$ cat src/include/srseq_defines.vh
// Notes on behaviour
// Supply below threshold, including battery insertion or removal, forces power-on reset.
// On supply rise, hold power-on reset until internal voltages report settled.
// After power-on reset release, boot runs from the 3 MHz RC clock.
// Software request or watchdog expiry issues a system reset.
// Clock detector reporting invalid or missing clock issues a system reset.
// Low level on external reset pin resets the system; agent drives it low.
// All sources merge into one reset, released through a two-stage synchroniser.
`ifndef SRSEQ_DEFINES_VH
`define SRSEQ_DEFINES_VH
// RC boot clock rate and reference clock rate, in kHz
`define SRSEQ_RC_KHZ 3000
`define SRSEQ_REF_KHZ 40000
// Reference cycles per RC boot clock period, rounded down (13)
`define SRSEQ_RC_DIV (`SRSEQ_REF_KHZ / `SRSEQ_RC_KHZ)
// Divider counter width
`define SRSEQ_DIV_W 4
// Divider count that ends an RC period (13 - 1)
`define SRSEQ_DIV_LAST 4'hC
// Divider count at which the boot clock falls: high six cycles, low seven
`define SRSEQ_DIV_FALL 4'h5
// Cause word under srst: power-on only
`define SRSEQ_CAUSE_RST 5'h01
// Source cause bit positions
`define SRSEQ_CAUSE_POR 0
`define SRSEQ_CAUSE_SW 1
`define SRSEQ_CAUSE_WDT 2
`define SRSEQ_CAUSE_CLK 3
`define SRSEQ_CAUSE_PIN 4
`define SRSEQ_CAUSE_W 5
`endif

$ cat src/hw/srseq_sync2.v
`timescale 1ns/10ps
`include "srseq_defines.vh"
// Two flip-flop synchroniser with a set value under reset
module srseq_sync2 #(
    parameter RST_VAL = 1'b0
)
(
    // Clock and reset
    input wire ref_clk,
    input wire srst,
    // Data
    input wire d,
    output wire q
);
    reg meta_r;
    reg sync_r;
    // First stage read only by second stage
    always @(posedge ref_clk)
    begin
        if (srst)
        begin
            meta_r <= RST_VAL;
            sync_r <= RST_VAL;
        end
        else
        begin
            meta_r <= d;
            sync_r <= meta_r;
        end
    end
    assign q = sync_r;
endmodule

$ cat src/hw/srseq_top.v
`timescale 1ns/10ps
`include "srseq_defines.vh"
// System reset sequencer: merges all reset sources into one system reset
module srseq_top
(
    // Clock and reset
    input wire ref_clk,
    input wire srst,
    // Supply monitor
    input wire supply_below_por,
    input wire supply_settled,
    // Other reset sources
    input wire sw_reset_req,
    input wire wdt_expired,
    input wire clk_invalid,
    input wire external_reset_pin_n,
    // Outputs
    output reg sys_reset_r,
    output reg por_active_r,
    output reg rc_boot_clock,
    output reg boot_start_r,
    output reg [`SRSEQ_CAUSE_W-1:0] reset_cause_r
);
    // Synchronised copies of the asynchronous sources
    wire below_s;
    wire settled_s;
    wire wdt_s;
    wire clk_bad_s;
    wire pin_n_s;
    // Boot clock divider state and next values
    reg [`SRSEQ_DIV_W-1:0] div_cnt_r;
    reg [`SRSEQ_DIV_W-1:0] div_cnt_nxt;
    reg rc_tick_r;
    reg rc_tick_nxt;
    reg rc_clk_nxt;
    // Release sequencer state and next values
    reg [1:0] rel_state_r;
    reg [1:0] rel_state_nxt;
    reg sys_reset_nxt;
    reg por_active_nxt;
    reg boot_start_nxt;
    reg [`SRSEQ_CAUSE_W-1:0] reset_cause_nxt;
    // Merged view of all sources
    wire por_hold;
    wire sys_src;
    wire [`SRSEQ_CAUSE_W-1:0] cause_now;

    // Release states; binary coded, code 3 unused and falls back to hold
    localparam [1:0] ST_HOLD = 2'h0;
    localparam [1:0] ST_SYNC = 2'h1;
    localparam [1:0] ST_RUN = 2'h2;

    // Supply flags start pessimistic so nothing runs before the monitor speaks
    srseq_sync2 #(
        .RST_VAL(1'h1)
    )
    u_below
    (
        .ref_clk(ref_clk),
        .srst(srst),
        .d(supply_below_por),
        .q(below_s)
    );
    srseq_sync2 #(
        .RST_VAL(1'h0)
    )
    u_settled
    (
        .ref_clk(ref_clk),
        .srst(srst),
        .d(supply_settled),
        .q(settled_s)
    );
    // Watchdog and clock detector flags idle low
    srseq_sync2 #(
        .RST_VAL(1'h0)
    )
    u_wdt
    (
        .ref_clk(ref_clk),
        .srst(srst),
        .d(wdt_expired),
        .q(wdt_s)
    );
    srseq_sync2 #(
        .RST_VAL(1'h0)
    )
    u_clk
    (
        .ref_clk(ref_clk),
        .srst(srst),
        .d(clk_invalid),
        .q(clk_bad_s)
    );
    // Pin idles high; same reset value, so no false pin request after srst
    srseq_sync2 #(
        .RST_VAL(1'h1)
    )
    u_pin
    (
        .ref_clk(ref_clk),
        .srst(srst),
        .d(external_reset_pin_n),
        .q(pin_n_s)
    );

    // Power-on reset while the supply is low or not yet settled
    assign por_hold = below_s | ~settled_s;
    // Software request is same-domain logic and needs no synchroniser
    assign cause_now[`SRSEQ_CAUSE_POR] = por_hold;
    assign cause_now[`SRSEQ_CAUSE_SW] = sw_reset_req;
    assign cause_now[`SRSEQ_CAUSE_WDT] = wdt_s;
    assign cause_now[`SRSEQ_CAUSE_CLK] = clk_bad_s;
    assign cause_now[`SRSEQ_CAUSE_PIN] = ~pin_n_s;
    // Any one source is enough to hold the system
    assign sys_src = |cause_now;

    // Boot clock divider: 13 reference cycles per RC period, high six, low seven
    always @*
    begin
        div_cnt_nxt = div_cnt_r + 4'h1;
        rc_tick_nxt = 1'h0;
        rc_clk_nxt = rc_boot_clock;
        if (div_cnt_r == `SRSEQ_DIV_LAST)
        begin
            div_cnt_nxt = 4'h0;
            rc_tick_nxt = 1'h1;
            rc_clk_nxt = 1'h1;
        end
        else if (div_cnt_r == `SRSEQ_DIV_FALL)
        begin
            rc_clk_nxt = 1'h0;
        end
    end

    // Divider registers; the tick is a one-cycle enable, not a second clock
    always @(posedge ref_clk)
    begin
        if (srst)
        begin
            div_cnt_r <= 4'h0;
            rc_tick_r <= 1'h0;
            rc_boot_clock <= 1'h0;
        end
        else
        begin
            div_cnt_r <= div_cnt_nxt;
            rc_tick_r <= rc_tick_nxt;
            rc_boot_clock <= rc_clk_nxt;
        end
    end

    // Release sequencer: assertion at once, release after two quiet RC ticks
    always @*
    begin
        rel_state_nxt = rel_state_r;
        sys_reset_nxt = sys_reset_r;
        por_active_nxt = por_active_r;
        boot_start_nxt = 1'h0;
        reset_cause_nxt = reset_cause_r;
        if (sys_src)
        begin
            // A source returning mid-release restarts the count
            rel_state_nxt = ST_HOLD;
            sys_reset_nxt = 1'h1;
            if (por_hold)
            begin
                por_active_nxt = 1'h1;
            end
            // Fresh reset reloads the causes, an ongoing one gathers them
            if (rel_state_r == ST_RUN)
            begin
                reset_cause_nxt = cause_now;
            end
            else
            begin
                reset_cause_nxt = reset_cause_r | cause_now;
            end
        end
        else if (rc_tick_r)
        begin
            case (rel_state_r)
                ST_HOLD:
                begin
                    // First synchroniser stage
                    rel_state_nxt = ST_SYNC;
                end
                ST_SYNC:
                begin
                    // Second stage: release and start boot on the RC clock
                    rel_state_nxt = ST_RUN;
                    sys_reset_nxt = 1'h0;
                    por_active_nxt = 1'h0;
                    boot_start_nxt = 1'h1;
                end
                ST_RUN:
                begin
                    rel_state_nxt = ST_RUN;
                end
                default:
                begin
                    rel_state_nxt = ST_HOLD;
                end
            endcase
        end
    end

    // Sequencer registers; srst loads the reset defaults, which a lone supply drop from run also reaches
    always @(posedge ref_clk)
    begin
        if (srst)
        begin
            rel_state_r <= ST_HOLD;
            sys_reset_r <= 1'h1;
            por_active_r <= 1'h1;
            boot_start_r <= 1'h0;
            reset_cause_r <= `SRSEQ_CAUSE_RST;
        end
        else
        begin
            rel_state_r <= rel_state_nxt;
            sys_reset_r <= sys_reset_nxt;
            por_active_r <= por_active_nxt;
            boot_start_r <= boot_start_nxt;
            reset_cause_r <= reset_cause_nxt;
        end
    end
endmodule

$ cat config.mk
export PLATFORM = sky130hd
export DESIGN_NAME = srseq_top
export DESIGN_NICKNAME = d
export VERILOG_FILES = /design/src/hw/srseq_sync2.v /design/src/hw/srseq_top.v
export VERILOG_INCLUDE_DIRS = /design/src /design/src/include
export SDC_FILE = /design/constraint.sdc
export NUM_CORES = 1
export LEC_CHECK = 0
export ABC_AREA = 1
export BUFFER_PORTS_ARGS = -buffer_cell sky130_fd_sc_hd__clkbuf_2
export CAP_MARGIN = 30
export CORE_AREA = 2 2 47 49
export CTS_CLUSTER_SIZE = 10
export DETAILED_ROUTE_END_ITERATION = 8
export DIE_AREA = 0 0 49 51
export HOLD_SLACK_MARGIN = 0.12
export MAX_ROUTING_LAYER = met4
export PLACE_DENSITY = 0.73
export SYNTH_ARGS = -nofsm -noshare
export SYNTH_HDL_FRONTEND = slang
export SYNTH_SLANG_ARGS = --single-unit
$ cat constraint.sdc
create_clock -name ref_clk -period 1.31 [get_ports ref_clk]
set_input_delay 0.262 -clock ref_clk [delete_from_list [all_inputs] [get_ports ref_clk]]
set_output_delay 0.262 -clock ref_clk [all_outputs]
set_load 0.02 [all_outputs]
==> key figures, run 1 <==
Outcome
  • Status: complete, no violations

STA
  • Max-slew violations: 0
  • Fin Setup TNS: 0 ns
  • Setup WS post-layout: 0.177 ns
  • Worst Skew: around 0.0055 ns
  • Max Freq: between 800 and 900 MHz
  • Final Hold Fails: 0
  • Max_slew headroom: between 70% and 80%
  • RSZ-0062 raised after global routing: no
  • Tmin final: about 1.1 ns
  • Final setup viols: 0
  • Worst Max-Slew Pin Slew: 0.311 ns
  • Hold Slack: approximately 0.22 ns
  • Fin crit share: between 80 and 90%

Clock network
  • CTS Buffer Depth: 2
  • CTS HTree Levels: 1
  • Clk_lat worst skew: 0.31 ns
  • CTS tree: yes
  • TritonCTS Buffers: 3
  • CTS clk-pin slew, worst paths: 0.13 ns
  • Root Buffer: clkbuf_4
  • Clock sinks: 26
  • Post_cts resized: 0

Synth
  • Avg Cell Area, Syn: between 8 and 9 um^2
  • Yosys cell types: 23
  • Syn Inst Count: ~120
  • Commonest cells in the netlist: dfxtp_1, inv_1, nor2_1
  • Cell type with the highest aggregate area in the netlist: dfxtp_1
  • Synth area leaders: dfxtp_1, ha_1, inv_1
  • Mapped Nets: roughly 130
  • EDFF count, synth: 0
  • Main flop type after synthesis: dfxtp_1
  • Register area share after synthesis: 51.9%
  • Yosys warning count: 0
  • Number of synthesized register bits: 26
  • Most common cell in the netlist: dfxtp_1
  • Synthesized area: roughly 1000 um^2
  • Post-synth ARST share: 0%
  • Area fraction of the dominant cell type after synthesis: about half

Setup path
  • Crit path DAT: 0.87 ns
  • CP delay by family, top: flip-flops
  • Critical-path top delay cell: dfxtp_1
  • CP Buf/Inv Count: 1
  • Max incr delay on CP: between 0.3 and 0.4 ns
  • Setup slack, reg-to-reg: 0.18 ns
  • Startpoint Class: flip-flop
  • Reg2Reg Depth: 5
  • Reg2reg end: reset_cause_r[3]
  • Critical path, cell by cell: clkbuf_2
  • Worst reg2reg path startpoint: rel_state_r[0]
  • Worst Setup End Kind: primary output
  • WS Path Type: reg -> out
  • Worst-path maximum fanout: 3
  • CP required: approximately 1.1 ns

Finish
  • ANT cells: 0
  • Fill count: approximately 200
  • Share of cells above drive strength 1: a little under a quarter
  • Area grow syn2layout: 20.3%
  • Final net count: around 160
  • Layout Cells excl Fill: ~170

Hold path
  • WHS Endpoint: rc_tick_r
  • Min-delay src: srst
  • Worst hold path cell count: 2
  • Worst min path class: in -> reg

GRT
  • Gr usage total: a little over an eighth
  • Remaining Overflow, GRT: 0
  • Global-route wire length before repair: about 2.4 mm
  • Largest net degree at the start of global routing: 15
  • Initial antenna violation count: 0
  • Vias in the first global route: roughly 630

Floorplanning
  • Starting Density: 48.6%
  • Die X: 49 um
  • Core box area: 2060 um^2
  • # rows: 17
  • Area of the die: approximately 2500 um^2
  • IO Pins: 17
  • Die H: between 50 and 60 um

Drt
  • ANT nets after route: 0
  • Initial DRC Count: 8
  • Initial DRT Pass Iterations: 4
  • DRC: 0
  • Routed vias: 750
  • Drt wl/cell: between 8 and 9 um
  • DRT Wirelength: approximately 1.5 mm
  • Vias per cell: around 4.5

Placement
  • PortBufs: 16
  • Dpl ws: ~0.20 ns
  • Cell count after placement: 159
  • Routability Congestion: ~0.81
  • DP Wirelength: around 1.1 mm

Pwr
  • Worst VDD drop: approximately 0.72 mV
  • Pwr dens: between 1000 and 1500 nW/um^2
  • Final total power: around 1300 uW
  • LEAKAGE: around 0.00055 uW

Run
  • Max Cap Violations: 0
-- power breakdown --
group          internal (uW)  switching (uW)  leakage, uW
clock                    170             219    0.0000210
combinational           53.1            62.8     0.000311
sequential               820            18.6     0.000213
-- layer usage --
metal | share of wire (%) | global-route usage, % | vias to the layer above
met5 | 0 | - | -
met4 | 2.2 | 8.57 | 0
met3 | 2.9 | 3.51 | 4
met2 | 48 | 21.7 | 13
met1 | 47 | 15.2 | 332
li1 | - | - | 401
-- sequential cells by signal (all words and copies together), names as in the netlist --
signal and count:
u_clk.meta_r 1, rc_tick_r 1, u_wdt.q 1, u_pin.q 1
por_active_r 1, rel_state_r 2, u_below.meta_r 1, u_clk.q 1
div_cnt_r 4, u_pin.meta_r 1, u_below.q 1, u_settled.meta_r 1
u_settled.q 1, rc_boot_clock 1, u_wdt.meta_r 1, reset_cause_r 5
sys_reset_r 1, boot_start_r 1
-- stage by stage --
step	util [%]	instance area, um^2
finish	58.5	1210
CTS	58.5	1210
global placement	54.3	1120
global route	58.5	1210
floorplan	-	1000
detailed placement	54.3	1120
-- layout by cell type (no fill, tap or decap), types with 2 or more instances in the layout --
cell / synthesis / layout
dfxtp_1: 26 / 26
dlygate4sd3_1: 0 / 5
or2_2: 4 / 4
o21ai_0: 4 / 4
inv_1: 20 / 20
nor2_4: 2 / 2
nand3_1: 6 / 6
ha_1: 6 / 6
a21oi_1: 6 / 6
clkbuf_4: 0 / 3
clkbuf_2: 0 / 16
nor2_1: 17 / 17
nand2_1: 11 / 11
-- how the worst max path moves through the flow --
| stage | startpoint | end | cells after the start |
|---|---|---|---|
| floorplan | div_cnt_r[0] | rc_boot_clock | 5 |
| global placement | div_cnt_r[0] | rc_boot_clock | 5 |
| detailed placement | rel_state_r[0] | reset_cause_r[3] | 5 |
| CTS | rel_state_r[0] | reset_cause_r[3] | 5 |
| global route | rel_state_r[0] | reset_cause_r[3] | 5 |
| finish | reset_cause_r[2] | reset_cause_r[2] | 1 |
-- area by class of cell --
class	count	area (um^2)	area share, %
Sequential cell	26	520	43.1
Multi-Input combinational cell	67	399	33.1
Timing Repair Buffer	22	138	11.4
Inverter	21	78.8	6.53
Clock buffer	4	36.3	3.01
Tap cell	28	35.0	2.90
-- cell families after synthesis --
kind of cell / Yosys count / share of synthesized area [%]
AO/OA/AOI/OAI: 13 / 7.11
XOR/XNOR: 2 / 1.75
adder cells (fa/ha/maj): 6 / 7.48
buffers and inverters: 22 / 8.35
flip-flops: 26 / 51.9
AND/OR/NAND/NOR: 46 / 23.4
-- repair_timing --
| item | CTS | global route |
|---|---|---|
| buffers inserted | 0 | 0 |
| setup endpoints to repair | 0 | 0 |
| endpoints found under the hold margin | 5 | 0 |
| hold buffers | 5 | 0 |
(Power assumes the default switching activity.)
==> inputs of run 2 (changes only) <==
==> constraint.sdc (replaced) <==
create_clock -name ref_clk -period 1.2 [get_ports ref_clk]
set_input_delay 0.24 -clock ref_clk [delete_from_list [all_inputs] [get_ports ref_clk]]
set_output_delay 0.24 -clock ref_clk [all_outputs]
set_load 0.02 [all_outputs]
==> key figures, run 2 (synthesized netlist as in run 1, its figures left out) <==
Finish
  • Layout Cells excl Fill: between 150 and 200
  • Biggest register: reset_cause_r
  • Area grow syn2layout: 20.6%
  • Fill count: between 150 and 200
  • Commonest cells after routing, fill and taps aside: dfxtp_1, inv_1, nor2_1
  • ANT cells: 0
  • Share of cells above drive strength 1: ~24%
  • Largest register FFs: 5
  • Top Registers: reset_cause_r x5, div_cnt_r x4, rel_state_r x2
  • Commonest non-fill, non-tap cell in the layout: dfxtp_1
  • Final net count: approximately 160

Placement
  • Cell count after placement: about 160
  • DP Wirelength: approximately 1.1 mm
  • Dpl ws: 0.0999 ns
  • PortBufs: 16
  • Routability Congestion: ~0.81

Floorplanning
  • Starting Density: 48.6%
  • Die X: slightly below 50 um
  • # rows: 17
  • IO Pins: 17
  • Core box area: slightly above 2000 um^2
  • Die H: approximately 51 um
  • Area of the die: roughly 2500 um^2

GRT
  • Gr usage total: a little over an eighth
  • Remaining Overflow, GRT: 0
  • Global-route wire length before repair: about 2.5 mm
  • Vias in the first global route: 662
  • Largest net degree at the start of global routing: 15
  • Initial antenna violation count: 0

STA
  • Fin crit share: ~93%
  • Fin Setup TNS: 0 ns
  • Worst Max-Slew Pin Slew: about 0.31 ns
  • Max_slew headroom: a little under 80%
  • Max Freq: between 800 and 900 MHz
  • Worst Skew: ~0.0071 ns
  • Final setup viols: 0
  • RSZ-0062 raised after global routing: no
  • Tmin final: 1.12 ns
  • Setup WS post-layout: 0.0836 ns
  • Final Hold Fails: 0
  • Max-slew violations: 0
  • Hold Slack: 0.201 ns

Clock network
  • CTS tree: yes
  • TritonCTS Buffers: 3
  • Clk_lat worst skew: just over 0.3 ns
  • CTS clk-pin slew, worst paths: 0.14 ns
  • Root Buffer: clkbuf_4
  • CTS HTree Levels: 1
  • Clock sinks: 26
  • CTS Buffer Depth: 2

Hold path
  • Worst min path class: in -> reg
  • Worst hold path cell count: 2

Drt
  • ANT nets after route: 0
  • Initial DRC Count: 9
  • Drt wl/cell: 8.77 um
  • DRT Wirelength: 1.47 mm
  • Initial DRT Pass Iterations: 4
  • DRC: 0
  • Routed vias: about 760
  • Vias per cell: between 4 and 5

Setup path
  • Critical path, cell by cell: clkbuf_2
  • Cell depth of the worst setup path: 1
  • CP delay by family, top: flip-flops
  • Reg2reg end: rc_boot_clock
  • Setup slack, reg-to-reg: roughly 0.090 ns
  • WS Path Type: reg -> out
  • CP Buf/Inv Count: 1
  • Crit path DAT: approximately 0.88 ns
  • Reg2Reg Depth: 5
  • Crit path from: reset_cause_r[3]
  • Worst Setup End Kind: primary output
  • Startpoint Class: flip-flop
  • Worst reg2reg path startpoint: div_cnt_r[0]
  • Worst-path maximum fanout: 3
  • Critical path destination: reset_cause_r[3]
  • Critical-path top delay cell: dfxtp_1
  • CP required: 0.96 ns
  • Max incr delay on CP: 0.38 ns

Pwr
  • Internal: 1140 uW
  • LEAKAGE: approximately 0.00054 uW
  • Worst VDD drop: approximately 0.79 mV
  • Switch Pwr: approximately 330 uW
  • Clock group share of total power: 29.1%
  • Switching share of power: a little under a quarter
  • Pwr dens: around 1200 nW/um^2
  • Comb pwr share: under 10%
  • Reg power frac: 62.2%

Outcome
  • Status: complete, no violations

Run
  • Max Cap Violations: 0
==> run 2: cell count changes in the layout (fill, tap and decap cells not counted) <==
cell,delta
ha_1,-1
ha_2,+1
o21ai_0,-2
o21ai_1,+2
==> run 2: worst min path at each step <==
stage | from | end | slack, ns
after floorplan | srst | rc_tick_r | 0.32
after global placement | u_wdt.meta_r | u_wdt.q | 0.39
after detailed placement | u_below.meta_r | u_below.q | 0.39
after CTS | srst | rc_tick_r | 0.20
after global routing | srst | rc_tick_r | 0.20
final | srst | rc_tick_r | 0.20
==> run 2: power by group through the flow <==
stage / logic [uW] / clock network [uW] / registers, uW
after floorplan: 71.4 / 0 / 942
after global placement: 112 / 0 / 933
after detailed placement: 116 / 0 / 935
after CTS: 129 / 442 / 916
after global routing: 147 / 478 / 920
final: 127 / 429 / 916
==> run 2: area by class of cell <==
| cell class | count | area [um^2] | area share [%] |
|---|---|---|---|
| tap | 28 | 35.0 | 2.90 |
| clock buffer | 4 | 36.3 | 3.00 |
| inverter | 21 | 78.8 | 6.51 |
| timing repair buffer | 22 | 138 | 11.4 |
| multi-input combinational | 67 | 402 | 33.2 |
| sequential | 26 | 520 | 43.0 |
==> run 2: timing repair <==
item,in CTS,in global routing
hold endpoints to repair,5,0
gates resized for setup,0,3
buffers inserted,0,0
hold buffers,5,0
endpoints found under the setup margin,0,2
==> run 2: through the flow <==
step / util (%) / area, um^2 / power, uW
after floorplan: - / 1000 / 1010
after global placement: 54.3 / 1120 / 1050
after detailed placement: 54.3 / 1120 / 1050
after CTS: 58.5 / 1210 / 1490
after global routing: 58.6 / 1210 / 1550
final: 58.6 / 1210 / 1470
==> run 2: layer usage <==
metal	vias up	GRT usage (%)	wire, um
met5	-	-	0
met4	0	8.57	31
met3	4	3.51	48
met2	15	22.6	725
met1	342	14.8	667
li1	401	-	-
==> inputs of run 3 (changes only) <==
--- a/config.mk
+++ b/config.mk
@@ -14,7 +14,6 @@
 export DETAILED_ROUTE_END_ITERATION = 8
 export DIE_AREA = 0 0 49 51
 export HOLD_SLACK_MARGIN = 0.12
-export MAX_ROUTING_LAYER = met4
 export PLACE_DENSITY = 0.73
 export SYNTH_ARGS = -nofsm -noshare
 export SYNTH_HDL_FRONTEND = slang
==> key figures, run 3 (synthesized netlist as in run 1, its figures left out) <==
Outcome
  • Status: complete, no violations

Drt
  • DRT Wirelength: approximately 1.5 mm
  • Drt wl/cell: 8.77 um
  • ANT nets after route: 0
  • Initial DRC Count: 9
  • Initial DRT Pass Iterations: 4
  • DRC: 0
  • Routed vias: about 760
  • Vias per cell: around 4.5

STA
  • Final setup viols: 0
  • Fin Setup TNS: 0 ns
  • Tmin final: 1.12 ns
  • Max-slew violations: 0
  • Max Freq: just under 900 MHz
  • Fin crit share: between 90% and 100%
  • RSZ-0062 raised after global routing: no
  • Setup WS post-layout: about 0.083 ns
  • Worst Max-Slew Pin Slew: 0.313 ns
  • Worst Skew: approximately 0.0071 ns
  • Final Hold Fails: 0
  • Max_slew headroom: around 80%

Setup path
  • WS Path Type: reg -> out
  • Critical-path top delay cell: dfxtp_1
  • CP delay by family, top: flip-flops
  • Max incr delay on CP: 0.38 ns
  • Critical path, cell by cell: clkbuf_2
  • CP Buf/Inv Count: 1
  • Startpoint Class: flip-flop
  • Worst reg2reg path startpoint: div_cnt_r[0]
  • CP required: approximately 0.96 ns
  • Crit path from: reset_cause_r[3]
  • Worst-path maximum fanout: 3
  • Crit path DAT: around 0.9 ns
  • Worst Setup End Kind: primary output

Clock network
  • CTS Buffer Depth: 2
  • CTS tree: yes
  • Clock sinks: 26
  • CTS HTree Levels: 1
  • Root Buffer: clkbuf_4
  • TritonCTS Buffers: 3
  • Setup Buffers After CTS: 0
  • Clk_lat worst skew: between 0.3 and 0.4 ns
  • CTS clk-pin slew, worst paths: approximately 0.14 ns

GRT
  • Remaining Overflow, GRT: 0
  • Gr usage total: approximately an eighth
  • Initial antenna violation count: 0
  • Largest net degree at the start of global routing: 15
  • Vias in the first global route: between 600 and 700
  • Global-route wire length before repair: between 2 and 2.5 mm

Floorplanning
  • Area of the die: 2500 um^2
  • Core box area: around 2100 um^2
  • Starting Density: 48.6%
  • IO Pins: 17
  • Die H: slightly above 50 um
  • # rows: 17
  • Die X: between 40 and 50 um

Finish
  • Share of cells above drive strength 1: between 20% and 30%
  • Multi-input gate area: roughly 400 um^2
  • Top Registers: reset_cause_r x5, div_cnt_r x4, rel_state_r x2
  • Biggest register: reset_cause_r
  • Fill count: 197
  • Area grow syn2layout: 20.6%
  • Final net count: roughly 160
  • Sequential cell area: 520 um^2
  • Commonest cells after routing, fill and taps aside: dfxtp_1, inv_1, nor2_1
  • Largest register FFs: 5
  • Post-layout util: 58.6%
  • ANT cells: 0
  • Commonest non-fill, non-tap cell in the layout: dfxtp_1

Pwr
  • Pwr dens: 1220 nW/um^2
  • Worst VDD drop: roughly 0.79 mV
  • Final total power: around 1500 uW
  • LEAKAGE: 0.000545 uW

Placement
  • PortBufs: 16
  • Dpl ws: 0.0999 ns
  • DP Wirelength: around 1.1 mm
  • Routability Congestion: 0.796

Hold path
  • Min-delay src: srst
  • Worst min path class: in -> reg

Run
  • Max Cap Violations: 0
run 3: timing repair:
action                     CTS  global route
hold endpoints to repair     5             0
hold buffers                 5             0
setup endpoints to repair    0             2
resized for setup            0             3
run 3: where the power goes:
part / switching (uW) / total [uW] / internal (uW)
Combinational: 68.7 / 127 / 58.5
Clock: 244 / 429 / 185
Sequential: 20.4 / 916 / 896
Total: 333 / 1470 / 1140
run 3: layout make-up:
class	instances	area share, %
well taps	28	2.90
clock buffers	4	3.00
multi-input cells	67	33.2
repair buffers	22	11.4
flip-flops and latches	26	43.0
inverters	21	6.51
run 3: through the flow:
step,hold slack [ns],cells,instance area (um^2)
final,0.201,168,1210
after floorplan,0.324,115,1000
after CTS,0.198,168,1210
after detailed placement,0.392,159,1120
after global routing,0.204,168,1210
after global placement,0.391,159,1120
run 3: path summary, 6_finish.rpt:
check	end	slack [ns]	cells after the start
worst min-delay path	rc_tick_r	0.20	2
worst max register to register	rc_boot_clock	0.09	5
worst max-delay path	reset_cause_r[3]	0.08	1
worst min register to register	u_settled.q	0.41	2
run 3: per-layer routing:
layer  GRT usage, %  share of wire [%]
met1           14.8                 45
met2           22.6                 49
met3           3.51                3.1
met4           8.57                2.2
met5              0                  0
